File: src/ivf_pkg.sv
package ivf_pkg;

  // bus and register widths
  localparam int ADDR_W = 12;
  localparam int DATA_W = 32;
  localparam int REG_W  = 16;
  localparam int IDX_W  = 10;

  // register indexes; byte address is four times the index
  localparam logic [IDX_W-1:0] IDX_PRIO9     = 10'h009;
  localparam logic [IDX_W-1:0] IDX_VBASE     = 10'h00a;
  localparam logic [IDX_W-1:0] IDX_F0SEL     = 10'h00b;
  localparam logic [IDX_W-1:0] IDX_F0LO      = 10'h00c;
  localparam logic [IDX_W-1:0] IDX_F0HI      = 10'h00d;
  localparam logic [IDX_W-1:0] IDX_F1SEL     = 10'h00e;
  localparam logic [IDX_W-1:0] IDX_F1LO      = 10'h00f;
  localparam logic [IDX_W-1:0] IDX_F1HI      = 10'h010;
  localparam logic [IDX_W-1:0] IDX_PEND0     = 10'h011;
  localparam logic [IDX_W-1:0] IDX_PEND_LAST = 10'h016;
  localparam logic [IDX_W-1:0] IDX_STAT      = 10'h020;
  localparam logic [IDX_W-1:0] IDX_MASK      = 10'h021;

  // priority field layout
  localparam int PRIO_W           = 2;
  localparam int CONV_NUM         = 4;
  localparam int CONV_A_LIMIT_LSB = 6;
  localparam int CONV_B_LIMIT_LSB = 4;
  localparam int CONV_A_DONE_LSB  = 2;
  localparam int CONV_B_DONE_LSB  = 0;
  localparam logic [PRIO_W-1:0] PRIO_OFF  = 2'h0;
  localparam logic [PRIO_W-1:0] LEVEL_TOP = 2'h2;

  // vector address layout
  localparam int VBASE_W   = 13;
  localparam int VSEL_W    = 7;
  localparam int FLO_W     = 16;
  localparam int FHI_W     = 5;
  localparam int VAB_W     = 21;
  localparam int VEC_LOW_W = 8;

  // reset values
  localparam logic [PRIO_W-1:0]  PRIO_RST  = 2'h0;
  localparam logic [VBASE_W-1:0] VBASE_RST = 13'h0000;
  localparam logic [VSEL_W-1:0]  VSEL_RST  = 7'h00;
  localparam logic [FLO_W-1:0]   FLO_RST   = 16'h0000;
  localparam logic [FHI_W-1:0]   FHI_RST   = 5'h00;

  // pending map: bit i of pending register k is vector 16k+1+i
  localparam int VEC_FIRST    = 2;
  localparam int VEC_LAST     = 81;
  localparam int PEND_REGS    = 6;
  localparam int PEND_VEC_TOP = 96;

  // event status bits
  localparam int EV_W     = 3;
  localparam int EV_TABLE = 0;
  localparam int EV_FAST0 = 1;
  localparam int EV_FAST1 = 2;

  typedef struct packed {
    logic              valid;
    logic [PRIO_W-1:0] level;
  } ivf_conv_req_t;

  typedef struct packed {
    logic [VSEL_W-1:0] vsel;
    logic [FHI_W-1:0]  hi;
    logic [FLO_W-1:0]  lo;
  } ivf_fast_cfg_t;

  typedef enum logic [1:0] {
    SRC_NONE  = 2'b00,
    SRC_TABLE = 2'b01,
    SRC_FAST0 = 2'b10,
    SRC_FAST1 = 2'b11
  } ivf_src_t;

endpackage : ivf_pkg

File: src/ivf_vector_ctrl.sv
`timescale 1ns/1ps
module ivf_vector_ctrl #(
  parameter int VEC_LAST = ivf_pkg::VEC_LAST
) (
  input  wire logic                              sys_clk,
  input  wire logic                              resetn,
  input  wire logic                              psel,
  input  wire logic                              penable,
  input  wire logic                              pwrite,
  input  wire logic [ivf_pkg::ADDR_W-1:0]        paddr,
  input  wire logic [ivf_pkg::DATA_W-1:0]        pwdata,
  output logic      [ivf_pkg::DATA_W-1:0]        prdata,
  output logic                                   pready,
  output logic                                   pslverr,
  input  wire logic [ivf_pkg::CONV_NUM-1:0]      conv_src_req,
  output ivf_pkg::ivf_conv_req_t [ivf_pkg::CONV_NUM-1:0] conv_req,
  input  wire logic [VEC_LAST:ivf_pkg::VEC_FIRST] irq_req,
  input  wire logic                              win_valid,
  input  wire logic [ivf_pkg::VSEL_W-1:0]        win_vector,
  input  wire logic [ivf_pkg::PRIO_W-1:0]        win_level,
  output logic      [ivf_pkg::VAB_W-1:0]         vector_address_bus,
  output logic                                   vab_valid,
  output ivf_pkg::ivf_src_t                      vab_src,
  output logic                                   irq
);

  logic                                rst_meta_r;
  logic                                rst_n_r;
  logic [ivf_pkg::REG_W-1:0]           prio9_r;
  logic [ivf_pkg::VBASE_W-1:0]         vbase_r;
  ivf_pkg::ivf_fast_cfg_t              fast0_r;
  ivf_pkg::ivf_fast_cfg_t              fast1_r;
  logic [VEC_LAST:ivf_pkg::VEC_FIRST]  req_r;
  logic [ivf_pkg::EV_W-1:0]            status_r;
  logic [ivf_pkg::EV_W-1:0]            mask_r;
  logic [ivf_pkg::DATA_W-1:0]          prdata_r;
  logic                                pready_r;
  logic                                pslverr_r;
  logic [ivf_pkg::VAB_W-1:0]           vab_r;
  logic                                vab_valid_r;
  ivf_pkg::ivf_src_t                   vab_src_r;
  logic                                irq_r;
  ivf_pkg::ivf_conv_req_t [ivf_pkg::CONV_NUM-1:0] conv_req_r;

  logic [ivf_pkg::IDX_W-1:0]           idx;
  logic                                setup;
  logic                                wr_en;
  logic [ivf_pkg::PEND_VEC_TOP:1]      pend_n;
  logic [ivf_pkg::DATA_W-1:0]          rd_nxt;
  logic                                err_nxt;
  ivf_pkg::ivf_src_t                   src_nxt;
  logic [ivf_pkg::VAB_W-1:0]           vab_nxt;
  logic [ivf_pkg::EV_W-1:0]            ev;
  logic [ivf_pkg::EV_W-1:0]            status_nxt;
  logic                                fast0_hit;
  logic                                fast1_hit;
  logic                                stat_clr;
  logic                                mask_wr;

  // decode one converter priority field into an arbiter request
  function automatic ivf_pkg::ivf_conv_req_t prio_decode(
    input logic [ivf_pkg::PRIO_W-1:0] field,
    input logic                       req
  );
    ivf_pkg::ivf_conv_req_t r;
    r.valid = req && (field != ivf_pkg::PRIO_OFF);
    r.level = (field == ivf_pkg::PRIO_OFF) ? ivf_pkg::PRIO_OFF
                                           : ivf_pkg::PRIO_W'(field - 2'h1);
    return r;
  endfunction : prio_decode

  // request line of a vector number, zero outside the implemented range
  function automatic logic req_at(
    input logic [VEC_LAST:ivf_pkg::VEC_FIRST] reqs,
    input logic [ivf_pkg::VSEL_W-1:0]         vec
  );
    logic hit;
    hit = 1'b0;
    for (int i = ivf_pkg::VEC_FIRST; i <= VEC_LAST; i++) begin
      if (vec == ivf_pkg::VSEL_W'(i)) begin
        hit = reqs[i];
      end
    end
    return hit;
  endfunction : req_at

  // 21-bit fast service address from its two halves
  function automatic logic [ivf_pkg::VAB_W-1:0] fast_addr(
    input ivf_pkg::ivf_fast_cfg_t cfg
  );
    return {cfg.hi, cfg.lo};
  endfunction : fast_addr

  // a fast channel takes over for any top-level winner while the line of its own vsel vector is pending
  function automatic logic fast_hit(
    input ivf_pkg::ivf_fast_cfg_t             cfg,
    input logic [VEC_LAST:ivf_pkg::VEC_FIRST] reqs,
    input logic [ivf_pkg::PRIO_W-1:0]         lvl
  );
    return (lvl == ivf_pkg::LEVEL_TOP) && req_at(reqs, cfg.vsel);
  endfunction : fast_hit

  // write strobe of one register index
  function automatic logic reg_wr(
    input logic                      en,
    input logic [ivf_pkg::IDX_W-1:0] at,
    input logic [ivf_pkg::IDX_W-1:0] target
  );
    return en && (at == target);
  endfunction : reg_wr

  // reset release through two flops
  always_ff @(posedge sys_clk or negedge resetn) begin
    if (!resetn) begin
      rst_meta_r <= 1'b0;
      rst_n_r    <= 1'b0;
    end else begin
      rst_meta_r <= 1'b1;
      rst_n_r    <= rst_meta_r;
    end
  end

  assign idx   = paddr[ivf_pkg::ADDR_W-1:2];
  assign setup = psel && !penable && !pready_r;
  assign wr_en = psel && penable && pready_r && pwrite && !pslverr_r;

  assign fast0_hit = fast_hit(fast0_r, req_r, win_level);
  assign fast1_hit = fast_hit(fast1_r, req_r, win_level);
  assign stat_clr  = reg_wr(wr_en, idx, ivf_pkg::IDX_STAT);
  assign mask_wr   = reg_wr(wr_en, idx, ivf_pkg::IDX_MASK);

  // active-low pending view; unimplemented vectors read as not pending
  always_comb begin
    pend_n = '1;
    for (int i = ivf_pkg::VEC_FIRST; i <= VEC_LAST; i++) begin
      pend_n[i] = !req_r[i];
    end
  end

  // read data and unmapped check, evaluated in the setup cycle
  always_comb begin
    int k;
    k       = 0;
    rd_nxt  = '0;
    err_nxt = 1'b0;
    if (idx == ivf_pkg::IDX_PRIO9) begin
      rd_nxt[7:0] = prio9_r[7:0];
    end else if (idx == ivf_pkg::IDX_VBASE) begin
      rd_nxt[ivf_pkg::VBASE_W-1:0] = vbase_r;
    end else if (idx == ivf_pkg::IDX_F0SEL) begin
      rd_nxt[ivf_pkg::VSEL_W-1:0] = fast0_r.vsel;
    end else if (idx == ivf_pkg::IDX_F0LO) begin
      rd_nxt[ivf_pkg::FLO_W-1:0] = fast0_r.lo;
    end else if (idx == ivf_pkg::IDX_F0HI) begin
      rd_nxt[ivf_pkg::FHI_W-1:0] = fast0_r.hi;
    end else if (idx == ivf_pkg::IDX_F1SEL) begin
      rd_nxt[ivf_pkg::VSEL_W-1:0] = fast1_r.vsel;
    end else if (idx == ivf_pkg::IDX_F1LO) begin
      rd_nxt[ivf_pkg::FLO_W-1:0] = fast1_r.lo;
    end else if (idx == ivf_pkg::IDX_F1HI) begin
      rd_nxt[ivf_pkg::FHI_W-1:0] = fast1_r.hi;
    end else if (idx >= ivf_pkg::IDX_PEND0 && idx <= ivf_pkg::IDX_PEND_LAST) begin
      k = int'(idx - ivf_pkg::IDX_PEND0);
      rd_nxt[ivf_pkg::REG_W-1:0] = pend_n[k*ivf_pkg::REG_W+1 +: ivf_pkg::REG_W];
    end else if (idx == ivf_pkg::IDX_STAT) begin
      rd_nxt[ivf_pkg::EV_W-1:0] = status_r;
    end else if (idx == ivf_pkg::IDX_MASK) begin
      rd_nxt[ivf_pkg::EV_W-1:0] = mask_r;
    end else begin
      err_nxt = 1'b1;
    end
  end

  // apb answer: ready in the first access cycle
  always_ff @(posedge sys_clk or negedge rst_n_r) begin
    if (!rst_n_r) begin
      pready_r  <= 1'b0;
      pslverr_r <= 1'b0;
      prdata_r  <= '0;
    end else begin
      pready_r  <= setup;
      pslverr_r <= setup && err_nxt;
      if (setup && !pwrite && !err_nxt) begin
        prdata_r <= rd_nxt;
      end else if (!setup) begin
        prdata_r <= '0;
      end
    end
  end

  // converter priority register
  always_ff @(posedge sys_clk or negedge rst_n_r) begin
    if (!rst_n_r) begin
      prio9_r <= {ivf_pkg::REG_W{1'b0}} | {8'h00,
                 ivf_pkg::PRIO_RST, ivf_pkg::PRIO_RST, ivf_pkg::PRIO_RST, ivf_pkg::PRIO_RST};
    end else if (reg_wr(wr_en, idx, ivf_pkg::IDX_PRIO9)) begin
      prio9_r <= {8'h00, pwdata[7:0]};
    end
  end

  // vector base register
  always_ff @(posedge sys_clk or negedge rst_n_r) begin
    if (!rst_n_r) begin
      vbase_r <= ivf_pkg::VBASE_RST;
    end else if (reg_wr(wr_en, idx, ivf_pkg::IDX_VBASE)) begin
      vbase_r <= pwdata[ivf_pkg::VBASE_W-1:0];
    end
  end

  // fast channel 0 configuration
  always_ff @(posedge sys_clk or negedge rst_n_r) begin
    if (!rst_n_r) begin
      fast0_r.vsel <= ivf_pkg::VSEL_RST;
      fast0_r.hi   <= ivf_pkg::FHI_RST;
      fast0_r.lo   <= ivf_pkg::FLO_RST;
    end else if (wr_en) begin
      if (idx == ivf_pkg::IDX_F0SEL) begin
        fast0_r.vsel <= pwdata[ivf_pkg::VSEL_W-1:0];
      end
      if (idx == ivf_pkg::IDX_F0LO) begin
        fast0_r.lo <= pwdata[ivf_pkg::FLO_W-1:0];
      end
      if (idx == ivf_pkg::IDX_F0HI) begin
        fast0_r.hi <= pwdata[ivf_pkg::FHI_W-1:0];
      end
    end
  end

  // fast channel 1 configuration
  always_ff @(posedge sys_clk or negedge rst_n_r) begin
    if (!rst_n_r) begin
      fast1_r.vsel <= ivf_pkg::VSEL_RST;
      fast1_r.hi   <= ivf_pkg::FHI_RST;
      fast1_r.lo   <= ivf_pkg::FLO_RST;
    end else if (wr_en) begin
      if (idx == ivf_pkg::IDX_F1SEL) begin
        fast1_r.vsel <= pwdata[ivf_pkg::VSEL_W-1:0];
      end
      if (idx == ivf_pkg::IDX_F1LO) begin
        fast1_r.lo <= pwdata[ivf_pkg::FLO_W-1:0];
      end
      if (idx == ivf_pkg::IDX_F1HI) begin
        fast1_r.hi <= pwdata[ivf_pkg::FHI_W-1:0];
      end
    end
  end

  always_ff @(posedge sys_clk or negedge rst_n_r) begin
    if (!rst_n_r) begin
      req_r <= '0;
    end else begin
      req_r <= irq_req;
    end
  end

  // converter requests toward the arbiter
  always_ff @(posedge sys_clk or negedge rst_n_r) begin
    if (!rst_n_r) begin
      conv_req_r <= '0;
    end else begin
      conv_req_r[3] <= prio_decode(prio9_r[ivf_pkg::CONV_A_LIMIT_LSB +: ivf_pkg::PRIO_W],
                                   conv_src_req[3]);
      conv_req_r[2] <= prio_decode(prio9_r[ivf_pkg::CONV_B_LIMIT_LSB +: ivf_pkg::PRIO_W],
                                   conv_src_req[2]);
      conv_req_r[1] <= prio_decode(prio9_r[ivf_pkg::CONV_A_DONE_LSB +: ivf_pkg::PRIO_W],
                                   conv_src_req[1]);
      conv_req_r[0] <= prio_decode(prio9_r[ivf_pkg::CONV_B_DONE_LSB +: ivf_pkg::PRIO_W],
                                   conv_src_req[0]);
    end
  end

  // source selection for the vector address
  always_comb begin
    src_nxt = ivf_pkg::SRC_NONE;
    vab_nxt = '0;
    if (win_valid) begin
      // fast vectors rely on level 2 programming
      if (fast0_hit) begin
        src_nxt = ivf_pkg::SRC_FAST0;
        vab_nxt = fast_addr(fast0_r);
      end else if (fast1_hit) begin
        src_nxt = ivf_pkg::SRC_FAST1;
        vab_nxt = fast_addr(fast1_r);
      end else begin
        src_nxt = ivf_pkg::SRC_TABLE;
        vab_nxt = {vbase_r, win_vector, 1'b0};
      end
    end
  end

  always_ff @(posedge sys_clk or negedge rst_n_r) begin
    if (!rst_n_r) begin
      vab_r       <= '0;
      vab_valid_r <= 1'b0;
      vab_src_r   <= ivf_pkg::SRC_NONE;
    end else begin
      vab_r       <= vab_nxt;
      vab_valid_r <= win_valid;
      vab_src_r   <= src_nxt;
    end
  end

  // events: a new or changed selection
  always_comb begin
    ev = '0;
    if (src_nxt != vab_src_r || (win_valid && !vab_valid_r)) begin
      ev[ivf_pkg::EV_TABLE] = (src_nxt == ivf_pkg::SRC_TABLE);
      ev[ivf_pkg::EV_FAST0] = (src_nxt == ivf_pkg::SRC_FAST0);
      ev[ivf_pkg::EV_FAST1] = (src_nxt == ivf_pkg::SRC_FAST1);
    end
    status_nxt = status_r;
    if (stat_clr) begin
      status_nxt = status_nxt & ~pwdata[ivf_pkg::EV_W-1:0];
    end
    // set wins over a same-cycle clear
    status_nxt = status_nxt | ev;
  end

  always_ff @(posedge sys_clk or negedge rst_n_r) begin
    if (!rst_n_r) begin
      status_r <= '0;
      mask_r   <= '0;
      irq_r    <= 1'b0;
    end else begin
      status_r <= status_nxt;
      if (mask_wr) begin
        mask_r <= pwdata[ivf_pkg::EV_W-1:0];
      end
      irq_r <= |(status_nxt & (mask_wr ?
                               pwdata[ivf_pkg::EV_W-1:0] : mask_r));
    end
  end

  assign prdata             = prdata_r;
  assign pready             = pready_r;
  assign pslverr            = pslverr_r;
  assign conv_req           = conv_req_r;
  assign vector_address_bus = vab_r;
  assign vab_valid          = vab_valid_r;
  assign vab_src            = vab_src_r;
  assign irq                = irq_r;

endmodule : ivf_vector_ctrl

File: config.mk
export PLATFORM = sky130hd
export DESIGN_NAME = ivf_vector_ctrl
export DESIGN_NICKNAME = d
export VERILOG_FILES = /design/src/ivf_pkg.sv /design/src/ivf_vector_ctrl.sv
export SDC_FILE = /design/constraint.sdc
export NUM_CORES = 1
export LEC_CHECK = 0
export BUFFER_PORTS_ARGS = -buffer_cell sky130_fd_sc_hd__buf_2
export CAP_MARGIN = 20
export CELL_PAD_IN_SITES_DETAIL_PLACEMENT = 1
export CELL_PAD_IN_SITES_GLOBAL_PLACEMENT = 1
export CORE_ASPECT_RATIO = 0.6
export CORE_UTILIZATION = 45
export CTS_CLUSTER_DIAMETER = 80
export CTS_CLUSTER_SIZE = 30
export DETAILED_ROUTE_END_ITERATION = 7
export GPL_ROUTABILITY_DRIVEN = 0
export PLACE_DENSITY_LB_ADDON = 0.1
export SLEW_MARGIN = 15
export SYNTH_ARGS = -nofsm -noshare
export SYNTH_HDL_FRONTEND = slang
export SYNTH_SLANG_ARGS = --single-unit
File: constraint.sdc
create_clock -name sys_clk -period 9.7 [get_ports sys_clk]
set_clock_uncertainty 0.05 [all_clocks]
set_input_delay 0.97 -clock sys_clk [delete_from_list [all_inputs] [get_ports sys_clk]]
set_output_delay 0.97 -clock sys_clk [all_outputs]
set_load 0.005 [all_outputs]
==> impl_metrics.yaml <==
status:
  outcome: "completed"
logic_synthesis:
  synth_top_area_share_pct: 47.2
  syn_inst: 1145
  yosys-top-cells-count: "dfrtp_1, nand2_1, mux2_2"
  synth_area_per_cell_um2: 10.2
  ys_seq_area_share_pct: 47.2
  synth.area.top_cells: "dfrtp_1, mux2_2, o21ai_0"
  ys.flop_type: "dfrtp_1"
  async_flop_share_pct: 100
  yosys.area_share.simple_pct: 15.1
  synth_compound_area_share_pct: 20.5
  synth_xor_area_share_pct: 0.225
  syn_area_mm2: 0.0117
  synth-edff-count: 0
  synthMuxAreaShare_pct: 11.4
  synth_top_family_by_area: "compound AO/OA/AOI/OAI gates"
  synth_top_area_cell: "dfrtp_1"
  synth_fa_ha_area_share_pct: 0.536
  ys_warn_count: 0
  synth.distinct_cells: 86
  ys_ff_latch: 220
  yosysMostFrequentCell: "dfrtp_1"
route:
  routed_wl_um: 44200
  num_vias: 10500
  drtAntennaViolNets: 0
  drtPass1Iterations: 8
  first_iter_violations: 1195
  route.detailed.drc: 0
  vias_per_cell: 6.45
  routedWlPerCell_um: 27.2
timing:
  slew_viol_final: 0
  rsz0062_at_grt: "no"
  fin_ws_ns: 4.87
  period_share_pct: 49.8
  hold_viol: 0
  max_freq_mhz: 207
  setup_viol_count_final: 0
  tightest_slew_ns: 1.11
  totalNegativeSetupSlack_ns: 0
  slew_headroom_pct: 25.6
  finalCriticalPeriod_ns: 4.83
power:
  p_leak_nw: 6.11
  vdd_drop_max_v: 0.000110
  p_per_area_mw_per_mm2: 126
  p_total_mw: 1.64
hold_path:
  hp-class: "in2async"
worst_setup_path:
  crit_required_ns: 10.05
  max_stage_delay_ns: 1.09
  crit_type: "in2reg"
  slowest_stage: "ha_1"
  crit_buf_inv: 4
  endpoint_kind: "register"
  startpoint_type: "input port"
  critical_path.most_common_cell: "inv_1"
  worstReg2RegStart: "fast0_r[21]"
  cp_max_fo: 37
  crit_chain: "buf_2 > inv_1 > ha_1 > inv_1 > buf_4 > a21oi_1 > a32oi_1 > nor4_1 > a21o_1 > a22oi_1 > o21ai_0"
  critPathLaunch: "paddr[2]"
  worstPathArrival_ns: 5.18
  cp_top_family: "buffers and inverters"
layout:
  drive_gt1_share_pct: 24.3
  fill_cells: 2861
  finalNetCount: 1417
  syn2layout_area_growth_pct: 11.7
global_routing:
  grt_overflow: 0
  grt_max_degree: 164
  grt_antenna_before_repair: 2
  grt_use_total_pct: 33.2
  grt_first_pass_wirelength_um: 65500
  grt_pass1_vias: 10000
clock_tree:
  cts-root-buf: "clkbuf_16"
  postCtsResizedCells: 0
  cts_max_path_buffers: 3
  cts_tree: "done"
  cts_buffers: 11
  cts.sinks: 220
  ctsHtreeMaxLevel: 1
  insertion_delay_ns: 0.49
  clk_pin_slew_ns: 0.11
  post_cts_buffers: 0
  holdBufCountCts: 0
die:
  start_util_pct: 46.0
  dieHeight_um: 127
  die_w_um: 210
  core_area_mm2: 0.0254
  num_io_pins: 214
  die_area_mm2: 0.0266
  row_count: 45
placement:
  io_buffers: 179
  pre_cts_ws_ns: 4.35
  place_hpwl_um: 32900
run:
  maxCapViolations: 0
stage by stage:
step	utilization, %	hold WS, ns	std cells	instance area, um2
6_report	51.3	0.201	1625	13000
5_1_grt	51.3	0.184	1624	13000
4_1_cts	51.3	0.191	1624	13000
3_5_place_dp	50.1	0.287	1608	12700
3_3_place_gp	50.1	0.285	1608	12700
2_1_floorplan	-	0.281	1160	11700
power breakdown:
part           total, mW  internal (mW)  switching [mW]
Sequential         0.973          0.937          0.0355
Combinational      0.145         0.0510          0.0938
Clock              0.523          0.215           0.307
metal layers:
metal	vias to the layer above	global-route usage [%]	share of wire, %
li1	4475	-	-
met1	5377	54.3	49
met2	584	41.6	37
met3	45	10.9	12
met4	2	4.59	1.1
met5	-	0	0.029
cell type report:
class                   count  area, um2  share of cell area (%)
inverters                  27        101                   0.778
multi-input cells         816       5660                    43.4
clock buffers              13        283                    2.17
repair buffers            193       1010                    7.78
diodes                      1       2.50                  0.0192
flip-flops and latches    220       5510                    42.3
well taps                 352        440                    3.38
clock inverters             3       22.5                   0.173
registers in the layout (all words and copies together) (netlist names):
signal,count
conv_req,12
fast0_r,28
fast1_r,28
irq,1
mask_r,3
prdata,16
pready,1
prio9_r,8
pslverr,1
req_r,80
rst_meta_r,1
rst_n_r,1
status_r,3
vab_src,2
vab_valid,1
vbase_r,13
vector_address_bus,21
logic make-up (layout without fill, tap and decap cells):
family	Yosys count	count (layout)
xor gates and xnor gates	3	3
adders and majority gates	5	5
AOI/OAI and AO/OA	345	345
buffers and inverters	124	236
DFF	220	220
muxes	121	121
and+or+nand+nor	325	325
other	2	18
worst paths after layout:
kind,cells past startpoint,slack (ns),to
max,11,4.87,prdata[14]
min,1,0.20,rst_n_r
max reg2reg,11,5.25,vector_address_bus[0]
min reg2reg,0,0.31,rst_n_r
max in group asynchronous,1,7.87,req_r[28]
min in group sys_clk,0,0.31,rst_n_r
worst reg2reg max path, stage by stage (launching register included):
cell,delay [ns]
dfrtp_1,0.66
buf_4,0.48
nor2b_1,0.94
a221o_1,0.47
a21oi_1,0.11
o21ai_0,0.18
a21boi_0,0.11
nor3b_1,0.33
a211oi_4,0.10
buf_4,0.30
mux2_1,0.40
and3_1,0.22
layout by cell type, fill, tap and decap left out, drive strengths merged, types with 8 or more instances in the layout:
cell type / instances
o211ai: 11
a22oi: 17
buf: 193
nand3b: 11
nor2b: 18
a21oi: 64
nor3b: 9
conb: 17
and2: 14
o22ai: 9
nand4: 8
a211oi: 24
a32oi: 8
nor2: 54
a31oi: 18
a221oi: 15
nand2b: 15
dfrtp: 220
inv: 26
nand3: 27
mux2: 85
nor3: 16
o21ai: 74
clkbuf: 13
mux2i: 35
nand2: 86
o221ai: 14
and3: 30
o21a: 8
(Power assumes the default switching activity.)
